--- config.mk ---
export PLATFORM = sky130hd
export DESIGN_NAME = adc_scan_top
export DESIGN_NICKNAME = d
export VERILOG_FILES = /design/src/sync2.v /design/src/settle_timer.v /design/src/adc_scan_top.v
export VERILOG_INCLUDE_DIRS = /design/src /design/src/src
export SDC_FILE = /design/constraint.sdc
export NUM_CORES = 1
export LEC_CHECK = 0
export BUFFER_PORTS_ARGS = -buffer_cell sky130_fd_sc_hd__buf_2
export CORE_MARGIN = 2
export CORE_UTILIZATION = 55
export DETAILED_ROUTE_END_ITERATION = 10
export GPL_TIMING_DRIVEN = 0
export PLACE_DENSITY = 0.74
export SYNTH_ARGS = -nofsm -noshare
export SYNTH_HDL_FRONTEND = slang
export SYNTH_SLANG_ARGS = --single-unit
--- constraint.sdc ---
create_clock -name i_clock -period 7.3 [get_ports i_clock]
set_input_delay 1.46 -clock i_clock [delete_from_list [all_inputs] [get_ports i_clock]]
set_output_delay 1.46 -clock i_clock [all_outputs]
set_load 0.01 [all_outputs]
--- src/adc_scan_regs.vh ---
// Constants for the channel selector, scan sequencer and result word.
// Assumes inclusion by the converter control files only.
`ifndef ADC_SCAN_REGS_VH
`define ADC_SCAN_REGS_VH

// Result word layout, bit 23 leaves first
`define RW_WIDTH 24
`define RW_VALUE_MSB 23
`define RW_VALUE_LSB 6
`define RW_RSVD_BIT 5
`define RW_AUX_HI_BIT 4
`define RW_AUX_LO_BIT 3
`define RW_TAG_MSB 2
`define RW_RSVD_VALUE 1'b0
`define RW_RESET 24'h000000
`define WR_DISCARD_BITS 5'h08

// Conversion value, offset binary
`define VALUE_MIN 18'h00000
`define VALUE_MAX 18'h3ffff
`define VALUE_MID 20'sh20000

// Operating modes on {op_mode_hi, op_mode_lo}
`define MODE_NORMAL 2'h0
`define MODE_OFFSET_CAL 2'h1
`define MODE_GAIN_CAL 2'h2

// Internal input pair codes
`define PAIR_SE1 4'h0
`define PAIR_SE5 4'h4
`define PAIR_DIFF1 4'h5
`define PAIR_OFFSET_CAL 4'h8
`define PAIR_GAIN_CAL 4'h9

// Source tags
`define TAG_PAIR_MODE_SELECT_BASE 3'h4
`define TAG_SE5 3'h6
`define TAG_CAL 3'h7

// Transfer-function settings 1..3
`define TF_1 2'h1
`define TF_2 2'h2
`define TF_3 2'h3

// Scan list lengths
`define SCAN_LEN_SE 4'h5
`define SCAN_LEN_PAIR_MODE_SELECT 4'h3
`define SCAN_LEN_CAL_EXTRA 4'h2

// Least settling count before any rate scaling
`define SETTLE_BASE_CYC 1024
`define SETTLE_W 24

`endif

--- src/sync2.v ---
// Two-stage level synchroniser for pins from outside the clock domain.
// Assumes the clock enable freezes it along with the rest of the block.
`timescale 1ns/100ps
module sync2 (
  input wire i_clock,
  input wire i_rst,
  input wire i_ce,
  input wire i_async,
  output reg o_sync
);
  reg stage1_r;

  // Only the second stage reads the first one
  always @(posedge i_clock) begin
    // Resets to the idle-high serial clock level to avoid a false edge
    if (i_rst) begin
      stage1_r <= 1'b1;
      o_sync <= 1'b1;
    end else if (i_ce) begin
      stage1_r <= i_async;
      o_sync <= stage1_r;
    end
  end
endmodule

--- src/settle_timer.v ---
// Down counter that marks the end of the filter settling interval.
// Assumes a load pulse restarts it and done stays high until the next load.
`timescale 1ns/100ps
`include "adc_scan_regs.vh"
module settle_timer (
  input wire i_clock,
  input wire i_rst,
  input wire i_ce,
  input wire i_load,
  input wire [`SETTLE_W-1:0] i_count,
  output reg o_done
);
  reg [`SETTLE_W-1:0] left_r;

  always @(posedge i_clock) begin
    if (i_rst) begin
      left_r <= {`SETTLE_W{1'b0}};
      o_done <= 1'b0;
    end else if (i_ce) begin
      if (i_load) begin
        left_r <= i_count;
        o_done <= 1'b0;
      end else if (left_r > {{(`SETTLE_W-1){1'b0}}, 1'b1}) begin
        left_r <= left_r - {{(`SETTLE_W-1){1'b0}}, 1'b1};
      end else begin
        o_done <= 1'b1;
      end
    end
  end
endmodule

--- src/adc_scan_top.v ---
// Channel selection, scan sequencing and result word of the converter.
// Assumes setup bits and access pulses come from logic on i_clock; the
// serial clock and auxiliary pins are asynchronous and synchronised here.
// Functional notes
// Result word is 24 bits, read only.
// Writes to result word change nothing.
// After write attempt, eight clocks then idle.
// Shift order: value, reserved, aux, tag.
// Value is 18-bit offset binary, bit17 MSB.
// Out-of-range input saturates at min or max.
// Reserved bit always reads zero.
// Aux bits latched at first falling clock.
// Tag codes source pair; calibration gives 111.
// Three pair_mode_select, five single, two calibration pairs.
// Offset-cal mode converts offset pair, mapped settings.
// Gain-cal mode converts gain pair, mapped settings.
// Host sets scan bit to scan.
// Scan list set by pair mode, op mode.
// One result per channel before advancing.
// Full settling wait per scanned channel.
// Settling follows clock, filter, modulator bits.
// Open-sensor test currents follow setup bit.
// Normal mode: code picks pair; scan signals only.
// Offset calibration scanned before gain calibration.
// Active control change drops ready, resets filter.
// Scan wraps to first channel.
// Host reads all 24 bits to finish.
`timescale 1ns/100ps
`include "adc_scan_regs.vh"
module adc_scan_top #(
  parameter SETTLE_BASE = `SETTLE_BASE_CYC
) (
  input wire i_clock,
  input wire i_rst,
  input wire i_ce,
  input wire i_scan_enable,
  input wire i_pair_mode_select,
  input wire i_op_mode_hi,
  input wire i_op_mode_lo,
  input wire i_chan_code_hi,
  input wire i_chan_code_lo,
  input wire i_clock_rate_select,
  input wire [1:0] i_filter_select,
  input wire [1:0] i_modulator_rate_select,
  input wire i_open_sensor_test_enable,
  input wire signed [19:0] i_filter_value,
  input wire i_read_access,
  input wire i_write_access,
  input wire i_sclk,
  input wire i_aux_level_hi,
  input wire i_aux_level_lo,
  output reg [3:0] o_pair_select,
  output reg [1:0] o_tf_setting,
  output reg o_prohibited_select,
  output reg o_filter_reset,
  output reg o_data_ready_n,
  output reg o_dout,
  output reg o_serial_idle,
  output reg o_open_sensor_test_on
);
  localparam [1:0] ST_IDLE = 2'h0;
  localparam [1:0] ST_READ = 2'h1;
  localparam [1:0] ST_WRITE = 2'h2;

  // Pair for a scan slot: {pair, tf setting}
  function [5:0] scan_slot;
    input pair_mode_select;
    input [3:0] idx;
    begin
      if (pair_mode_select) begin
        if (idx < `SCAN_LEN_PAIR_MODE_SELECT)
          scan_slot = {`PAIR_DIFF1 + idx, idx[1:0] + `TF_1};
        else
          scan_slot = {`PAIR_OFFSET_CAL + idx - `SCAN_LEN_PAIR_MODE_SELECT, `TF_3};
      end else begin
        if (idx < `SCAN_LEN_SE)
          scan_slot = {`PAIR_SE1 + idx, (idx == 4'h4) ? `TF_3 :
                       (idx[1] ? `TF_2 : `TF_1)};
        else
          scan_slot = {`PAIR_OFFSET_CAL + idx - `SCAN_LEN_SE, `TF_3};
      end
    end
  endfunction

  // Setting for a fixed-channel code
  function [1:0] fixed_tf;
    input pair_mode_select;
    input [1:0] code;
    begin
      if (pair_mode_select)
        fixed_tf = (code == 2'h3) ? `TF_3 : code + `TF_1;
      else
        fixed_tf = code[1] ? `TF_2 : `TF_1;
    end
  endfunction

  // Source tag of a pair
  // Input five shares tag 110 with the third differential pair
  function [2:0] tag_of;
    input [3:0] pair;
    reg [3:0] t;
    begin
      t = `TAG_PAIR_MODE_SELECT_BASE + pair - `PAIR_DIFF1;
      if (pair >= `PAIR_OFFSET_CAL)
        tag_of = `TAG_CAL;
      else if (pair >= `PAIR_DIFF1)
        tag_of = t[2:0];
      else if (pair == `PAIR_SE5)
        tag_of = `TAG_SE5;
      else
        tag_of = pair[2:0];
    end
  endfunction

  // Offset binary with clamping instead of wrap
  function [17:0] sat18;
    input signed [19:0] v;
    reg signed [20:0] s;
    begin
      s = {v[19], v} + {1'b0, `VALUE_MID};
      if (s < 21'sd0)
        sat18 = `VALUE_MIN;
      else if (s > $signed({3'b000, `VALUE_MAX}))
        sat18 = `VALUE_MAX;
      else
        sat18 = s[17:0];
    end
  endfunction

  wire [1:0] mode = {i_op_mode_hi, i_op_mode_lo};
  wire [1:0] code = {i_chan_code_hi, i_chan_code_lo};
  wire cal_mode = (mode == `MODE_OFFSET_CAL) || (mode == `MODE_GAIN_CAL);

  reg [3:0] scan_idx_r;
  reg [3:0] scan_len;
  reg [3:0] pair_nxt;
  reg [1:0] tf_nxt;
  reg prohibited_nxt;
  reg [5:0] slot;

  // Active channel selection
  always @* begin
    scan_len = i_pair_mode_select ? `SCAN_LEN_PAIR_MODE_SELECT : `SCAN_LEN_SE;
    if (cal_mode)
      scan_len = scan_len + `SCAN_LEN_CAL_EXTRA;
    slot = scan_slot(i_pair_mode_select, scan_idx_r);
    prohibited_nxt = 1'b0;
    if (i_scan_enable) begin
      pair_nxt = slot[5:2];
      tf_nxt = slot[1:0];
    end else begin
      tf_nxt = fixed_tf(i_pair_mode_select, code);
      prohibited_nxt = i_pair_mode_select && (code == 2'h3);
      if (mode == `MODE_OFFSET_CAL)
        pair_nxt = `PAIR_OFFSET_CAL;
      else if (mode == `MODE_GAIN_CAL)
        pair_nxt = `PAIR_GAIN_CAL;
      else if (i_pair_mode_select)
        pair_nxt = `PAIR_DIFF1 + {2'b00, code};
      else
        pair_nxt = `PAIR_SE1 + {2'b00, code};
    end
  end

  // Settling scales with decimation and slows at the lower clock rate
  wire [2:0] rate_shift = {1'b0, i_filter_select} + {1'b0, ~i_modulator_rate_select}
                          + {2'b00, ~i_clock_rate_select};
  wire [`SETTLE_W-1:0] settle_cnt = SETTLE_BASE[`SETTLE_W-1:0] << rate_shift;

  // Everything that steers the active conversion
  wire [11:0] active_ctl = {i_scan_enable, i_pair_mode_select, mode,
                            i_scan_enable ? 2'b00 : code, i_filter_select,
                            i_modulator_rate_select, i_clock_rate_select, 1'b0};
  reg [11:0] ctl_r;
  reg started_r;
  wire ctl_change = started_r && (ctl_r != active_ctl);

  // Timer reloads on every control change and every captured result
  reg load_r;
  wire settled;
  settle_timer u_settle (
    .i_clock(i_clock),
    .i_rst(i_rst),
    .i_ce(i_ce),
    .i_load(load_r),
    .i_count(settle_cnt),
    .o_done(settled)
  );

  wire sclk_s;
  wire aux_hi_s;
  wire aux_lo_s;
  // Pins cross into this clock through two flops each
  sync2 u_sync_sclk (
    .i_clock(i_clock), .i_rst(i_rst), .i_ce(i_ce),
    .i_async(i_sclk), .o_sync(sclk_s)
  );
  sync2 u_sync_aux_hi (
    .i_clock(i_clock), .i_rst(i_rst), .i_ce(i_ce),
    .i_async(i_aux_level_hi), .o_sync(aux_hi_s)
  );
  sync2 u_sync_aux_lo (
    .i_clock(i_clock), .i_rst(i_rst), .i_ce(i_ce),
    .i_async(i_aux_level_lo), .o_sync(aux_lo_s)
  );

  reg sclk_d_r;
  wire sclk_rise = sclk_s && !sclk_d_r;
  wire sclk_fall = !sclk_s && sclk_d_r;

  reg [1:0] ser_state_r;
  reg [4:0] rise_cnt_r;
  reg [4:0] fall_cnt_r;
  reg [`RW_WIDTH-1:0] shift_r;
  reg [17:0] value_r;
  reg [2:0] tag_r;
  reg read_done;

  always @* begin
    read_done = (ser_state_r == ST_READ) && sclk_rise
                && (rise_cnt_r == `RW_WIDTH - 1);
  end

  // A result waits while a read is under way so the word stays whole
  wire capture = settled && !load_r && !ctl_change && (ser_state_r != ST_READ);

  // Sequencer: settle, publish one result, then advance
  always @(posedge i_clock) begin
    if (i_rst) begin
      scan_idx_r <= 4'h0;
      ctl_r <= 12'h000;
      started_r <= 1'b0;
      load_r <= 1'b1;
      o_pair_select <= `PAIR_SE1;
      o_tf_setting <= `TF_1;
      o_prohibited_select <= 1'b0;
      o_filter_reset <= 1'b1;
      o_data_ready_n <= 1'b1;
      value_r <= `VALUE_MIN;
      tag_r <= 3'h0;
      o_open_sensor_test_on <= 1'b0;
    end else if (i_ce) begin
      o_open_sensor_test_on <= i_open_sensor_test_enable;
      ctl_r <= active_ctl;
      started_r <= 1'b1;
      o_pair_select <= pair_nxt;
      o_tf_setting <= tf_nxt;
      o_prohibited_select <= prohibited_nxt;
      load_r <= 1'b0;
      o_filter_reset <= 1'b0;
      if (ctl_change) begin
        o_data_ready_n <= 1'b1;
        o_filter_reset <= 1'b1;
        load_r <= 1'b1;
        scan_idx_r <= 4'h0;
      end else if (capture) begin
        value_r <= sat18(i_filter_value);
        tag_r <= tag_of(o_pair_select);
        o_data_ready_n <= 1'b0;
        if (i_scan_enable) begin
          load_r <= 1'b1;
          o_filter_reset <= 1'b1;
          if (scan_idx_r + 4'h1 >= scan_len)
            scan_idx_r <= 4'h0;
          else
            scan_idx_r <= scan_idx_r + 4'h1;
        end else begin
          load_r <= 1'b1;
        end
      end else if (read_done) begin
        o_data_ready_n <= 1'b1;
      end
    end
  end

  // Serial side of the result word
  always @(posedge i_clock) begin
    if (i_rst) begin
      // Idle-high start so reset leaves no false serial clock edge
      sclk_d_r <= 1'b1;
      ser_state_r <= ST_IDLE;
      rise_cnt_r <= 5'h00;
      fall_cnt_r <= 5'h00;
      shift_r <= `RW_RESET;
      o_dout <= 1'b1;
      o_serial_idle <= 1'b1;
    end else if (i_ce) begin
      sclk_d_r <= sclk_s;
      case (ser_state_r)
        ST_IDLE: begin
          rise_cnt_r <= 5'h00;
          fall_cnt_r <= 5'h00;
          o_dout <= 1'b1;
          if (i_read_access) begin
            shift_r <= {value_r, `RW_RSVD_VALUE, 2'b00, tag_r};
            ser_state_r <= ST_READ;
            o_serial_idle <= 1'b0;
          end else if (i_write_access) begin
            ser_state_r <= ST_WRITE;
            o_serial_idle <= 1'b0;
          end
        end
        ST_READ: begin
          if (sclk_fall && fall_cnt_r < `RW_WIDTH) begin
            fall_cnt_r <= fall_cnt_r + 5'h01;
            // Aux pin levels enter the word at the first falling edge only
            if (fall_cnt_r == 5'h00) begin
              o_dout <= shift_r[`RW_VALUE_MSB];
              shift_r <= {shift_r[`RW_WIDTH-2:`RW_RSVD_BIT], aux_hi_s, aux_lo_s,
                          shift_r[`RW_TAG_MSB:0], 1'b0};
            end else begin
              o_dout <= shift_r[`RW_VALUE_MSB];
              shift_r <= {shift_r[`RW_WIDTH-2:0], 1'b0};
            end
          end
          if (sclk_rise)
            rise_cnt_r <= rise_cnt_r + 5'h01;
          if (read_done) begin
            ser_state_r <= ST_IDLE;
            o_serial_idle <= 1'b1;
            o_dout <= 1'b1;
          end
        end
        ST_WRITE: begin
          // Shifted-in bits are dropped; result word untouched
          if (sclk_rise) begin
            rise_cnt_r <= rise_cnt_r + 5'h01;
            if (rise_cnt_r == `WR_DISCARD_BITS - 5'h01) begin
              ser_state_r <= ST_IDLE;
              o_serial_idle <= 1'b1;
            end
          end
        end
        default: begin
          ser_state_r <= ST_IDLE;
          o_serial_idle <= 1'b1;
        end
      endcase
    end
  end
endmodule

### Yosys cells after proc, flatten, opt, wreduce, memory -nomap -nowiden

Index checks and enable logic that the tools add are counted.

* register bits after elaboration: 118
* bits of input ports: 40
* logic and storage cells: 171

* add/subtract/negate cells: 17
* magnitude comparators: 9
* equal/unequal tests: 20
* shift operators: 1
* muxes and demuxes: 60
* bitwise gates (word level): 3
* reduce and logical (&&, ||, !) cells: 34

Operator list (number)
* $mux 24: 4
* $pmux 24 s2: 1
* $mux 18: 2
* $mux 4: 9
* $gt 24x1->1 const B: 1
* $mux 2: 12
* $mux 6: 4
* $shl 11x3->24 const A: 1
* $sub 24x1->24 const B: 1
* $add 20x19->21 const B: 1
* $gt 21x19->1 const B: 1
* $lt 21x1->1 const B: 1
* $pmux 5 s2: 2
* $mux 1: 17
* $reduce_and 3->1: 5
* $mux 3: 4
* $ne 11x11->1: 1
* $add 5x1->5 const B: 2
* $logic_and 1x1->1: 10
* $mux 5: 2
* $ne 2x2->1 const B: 5
* $reduce_bool 2->1: 5
* $eq 4x3->1 const B: 2
* $eq 2x2->1 const B: 3
* 38 further kinds: 48

### Logic depth before layout (Yosys ltp)

* depth after elaboration: 8
* mapped depth: 11

### Cells and area by module

A second synthesis with hierarchy kept.

* cells, all modules: 763
* area, all modules: 6426.2 sq um

By module, submodules not included
* adc_scan_top: times used 1, cells each 531, area each 4569.4 sq um, sequential area each 1741.7 sq um
* settle_timer: times used 1, cells each 214, area each 1646.6 sq um, sequential area each 500.5 sq um
* sync2: times used 3, cells each 6, area each 70.1 sq um, sequential area each 40.0 sq um

### Least setup slack after synthesis

No wires, ideal clock.

* kind: input-to-reg
* start: input i_op_mode_hi
* end: register scan_idx_r[2]
* data arrival time: 3492 ps
* required time: 7242 ps
* setup slack: 3750 ps
* stages on the path: 10
* buffers on the path: 0
* path through: inv_1 -> ha_1 -> ha_1 -> ha_1 -> a211oi_1 -> a311oi_1 -> a311o_1 -> o21ba_2 -> a2111oi_0 -> a31o_2

* cells in the longest elaborated chain, start to end: 8
* elaborated cells between the ends (all ways): 17

Ends and longest elaborated chain
* from (decl): RTL line adc_scan_top.v:38 `input wire i_op_mode_hi,`
* $eq 2x1->1 (no source line) or $eq 2x2->1 (tied branches)
* $logic_or 1x1->1: RTL line adc_scan_top.v:132 `` wire cal_mode = (mode == `MODE_OFFSET_CAL) || (mode == `MODE_GAIN_CAL); ``
* $mux 4: RTL line adc_scan_top.v:144 `if (cal_mode)`
* $ge 4x4->1: RTL line adc_scan_top.v:263 `if (scan_idx_r + 4'h1 >= scan_len)`
* $mux 4: RTL line adc_scan_top.v:263
* $mux 4: RTL line adc_scan_top.v:260 `if (i_scan_enable) begin`
* $mux 4: RTL line adc_scan_top.v:256 `end else if (capture) begin`
* $mux 4: RTL line adc_scan_top.v:251 `if (ctl_change) begin`
* to (signal assigned): RTL line adc_scan_top.v:266 `scan_idx_r <= scan_idx_r + 4'h1;`
* to (decl): RTL line adc_scan_top.v:134 `reg [3:0] scan_idx_r;`

Parallel ways exist; a longest one is shown, timed or not. The select of a mux whose other input is x is not followed.
A chain may end at the register's enable or synchronous reset.

### Worst setup path in the final report

Ends and elaborated chain as after synthesis.

==> out/results.ini <==
[cells_and_area]
drive_gt1_share_pct = 13.5
area_growth_syn_to_layout_pct = 16.6
fin_area_um2 = 7070
layout_commonest_cell = dfxtp_1
antennaDiodeCount = 0
finalNetCount = 850
layout_common_cells = dfxtp_1, nor2_1, buf_2

[clock_network]
cts_buffer_depth = 2
h-tree-depth = 4
clockRootBuffer = clkbuf_8
cts.repair.resized = 0
postCtsSetupBuffers = 0
clk_pin_slew_worst_paths_ps = 60
cts_made_buffers = 17
cts_tree = yes
clock-sinks = 118
hold_buffers = 0
clock_latency_ps = 530

[detailed_routing]
vias_per_cell = 5.84
wirelength_um = 15200
ant_nets = 0
remaining_drc_errors = 0
drt_iter0_markers = 333
vias = 5486
wl_per_cell_um = 16.2
dr.pass1.iters = 5

[floorplanning]
ioPinCount = 52
die_h_um = 109
start_util_pct = 56.2
rows = 38
dieArea_um2 = 11900
core-area_um2 = 10800
die_w_um = 109

[pwr]
swShare_pct = 30.2
p_int_uw = 1370
p_leak_uw = 0.00275
p_per_area_nw_per_um2 = 276
pwr-share-clk_pct = 42.7
ir_worst_vdd_mv = 0.220
switching_power_uw = 589
comb_power_share_pct = 20.1
pwr-share-seq_pct = 37.2

[critical_path]
regToRegSetupSlack_ps = 4440
crit_slowest_cell = a2111oi_0
path_class = in -> reg
arrival_ps = 3910
cp-end-kind = flop
cp_slowest_stage_delay_ps = 450
cp-start-kind = input pin
cp_max_fo = 4
path_cells = buf_2 > inv_1 > ha_1 > ha_1 > ha_1 > a211oi_1 > a311oi_1 > a311o_1 > o21ba_2 > a2111oi_0 > a31o_2
required_ps = 7770
crit_top_cell = ha_1

[synth]
synth_cell_type_count = 60
synth_fa_ha_area_share_pct = 5.20
postSynthAreaPerCell_um2 = 8.45
synthMuxAreaShare_pct = 6.99
synth_top_family_by_area = simple AND/OR/NAND/NOR gates
syn-cell-area_um2 = 6060
ys_seq_elements = 118
synth_enable_flop_cells = 0
synth_compound_area_share_pct = 19.0
async_flop_share_pct = 0
seq_area_frac_synth_pct = 39.0
syn_nets = 782
synth-simple-area-share_pct = 20.3
ys_warn_count = 0
synth-main-ff-cell = dfxtp_1
syn_inst = 718
synthXorXnorAreaFrac_pct = 5.20

[sta]
tightest_slew_ps = 779
setup_tns_ps = 0
min_period_over_period_pct = 47.1
slew_headroom_pct = 48.1
setup_slack_ps = 3860
post-route-min-period_ps = 3440
hold_violations = 0
max_freq_mhz = 291
setup_viol = 0
skew_ps = 6.33
rsz0062_at_grt = no
slew_viol_final = 0

[placement]
hpwl_um = 11000
dp_slack_ps = 3400
place_area_um2 = 6480
gp_congestion = 0.886
io_buffers = 49

[run_status]
outcome = finished, final reports clean

[global_route]
grt_max_degree = 17
antenna_found_initial = 0
grt_pass1_vias = 5144
grt_overflow = 0
grt_usage_pct = 26.7
grt_pass1_wl_um = 24700

[worst_hold_path]
hold_class = reg -> reg

[flow_run]
maxCapViolCount = 0

[cells by family (layout without fill, tap and decap cells)]
kind of cell / Yosys count / after routing
simple gates: 261 / 261
compound gates: 167 / 167
flops: 118 / 118
buf+inv: 70 / 151
mux: 42 / 42
xor+xnor: 36 / 36
fa+ha+maj: 24 / 24
[path summary, 6_finish.rpt]
kind                                       to  depth (start not counted)     startpoint
worst max register to register  scan_idx_r[2]                          9  scan_idx_r[1]
worst max-delay path            scan_idx_r[2]                         11   i_op_mode_hi
worst min register to register     shift_r[4]                          2     shift_r[4]
worst min-delay path               shift_r[4]                          2     shift_r[4]
[metal layers]
metal	share of wire [%]	up-vias	wire length [um]	global-route usage [%]
li1	-	2717	-	-
met1	46	2587	7010	34.0
met2	47	154	7170	43.3
met3	4.7	28	712	6.34
met4	2.2	0	330	10.8
met5	0	-	0	0
[registers in the layout, indices dropped and copies added (netlist names), 3 cells and up]
name / flops
shift_r: 24
u_settle.left_r: 24
value_r: 18
ctl_r: 11
fall_cnt_r: 5
rise_cnt_r: 5
o_pair_select: 4
scan_idx_r: 4
tag_r: 3
[final cells by class]
| cell class | instances | area [um2] |
|---|---|---|
| Fill cell | 881 | 3720 |
| Clock inverter | 12 | 153 |
| Timing Repair Buffer | 49 | 245 |
| Clock buffer | 20 | 435 |
| Multi-Input combinational cell | 530 | 3440 |
| Sequential cell | 118 | 2360 |
| Buffer | 43 | 164 |
| Inverter | 27 | 101 |
| Tap cell | 140 | 175 |
[power by group through the flow]
stage / combinational [uW] / sequential, uW / clock [uW]
6_report: 393 / 727 / 835
5_1_grt: 436 / 732 / 868
4_1_cts: 390 / 726 / 839
3_5_place_dp: 385 / 738 / 0
3_3_place_gp: 373 / 736 / 0
2_1_floorplan: 290 / 731 / 0
[critical path, delay by kind of cell]
| family | cells | cell delay (ps) |
|---|---|---|
| AO/OA/AOI/OAI | 6 | 1490 |
| adder cells (fa/ha/maj) | 3 | 790 |
| buffers and inverters | 2 | 180 |
[cell usage after synthesis (2+ instances only)]
| master | instances | share of area, % |
|---|---|---|
| fa_1 | 2 | 0.66 |
| dfxtp_1 | 118 | 39 |
| and3_1 | 3 | 0.31 |
| nor2b_1 | 8 | 0.83 |
| xnor2_1 | 16 | 2.3 |
| a211oi_1 | 27 | 3.3 |
| buf_2 | 2 | 0.17 |
| a221oi_1 | 3 | 0.43 |
| nand2b_1 | 7 | 0.72 |
| mux2i_1 | 39 | 6.4 |
| o21ai_0 | 46 | 3.8 |
| nor3_1 | 25 | 2.1 |
| ha_1 | 22 | 4.5 |
| o41ai_1 | 2 | 0.29 |
| inv_1 | 26 | 1.6 |
| nor4b_1 | 3 | 0.43 |
| and2_1 | 5 | 0.52 |
| nand3b_1 | 3 | 0.37 |
| nor2_1 | 109 | 6.7 |
| or4_1 | 2 | 0.25 |
| a32oi_1 | 3 | 0.43 |
| a31o_2 | 19 | 2.7 |
| o311ai_0 | 2 | 0.29 |
| o31ai_1 | 6 | 0.74 |
| a31oi_1 | 3 | 0.31 |
| xor2_1 | 20 | 2.9 |
| nor4_1 | 11 | 1.1 |
| nand2_1 | 44 | 2.7 |
| clkbuf_1 | 37 | 2.3 |
| a2111oi_0 | 3 | 0.43 |
| a311oi_1 | 2 | 0.29 |
| or3_1 | 4 | 0.41 |
| a22oi_1 | 4 | 0.50 |
| a21oi_1 | 27 | 2.2 |
| nor3b_1 | 6 | 0.74 |
| mux2_2 | 3 | 0.56 |
| nand4_1 | 13 | 1.3 |
| buf_1 | 4 | 0.25 |
| nand3_1 | 14 | 1.2 |
| o211ai_1 | 5 | 0.62 |
[per-stage QoR]
stage          util (%)  hold slack, ps  std cells  power (uW)
5_1_grt            65.5             483        939        2040
4_1_cts            65.5             457        939        1960
6_report           65.5             456        939        1950
2_1_floorplan         -             429        718        1020
3_3_place_gp       60.1             435        907        1110
3_5_place_dp       60.1             449        907        1120
Power figures use the tool's default switching activity.
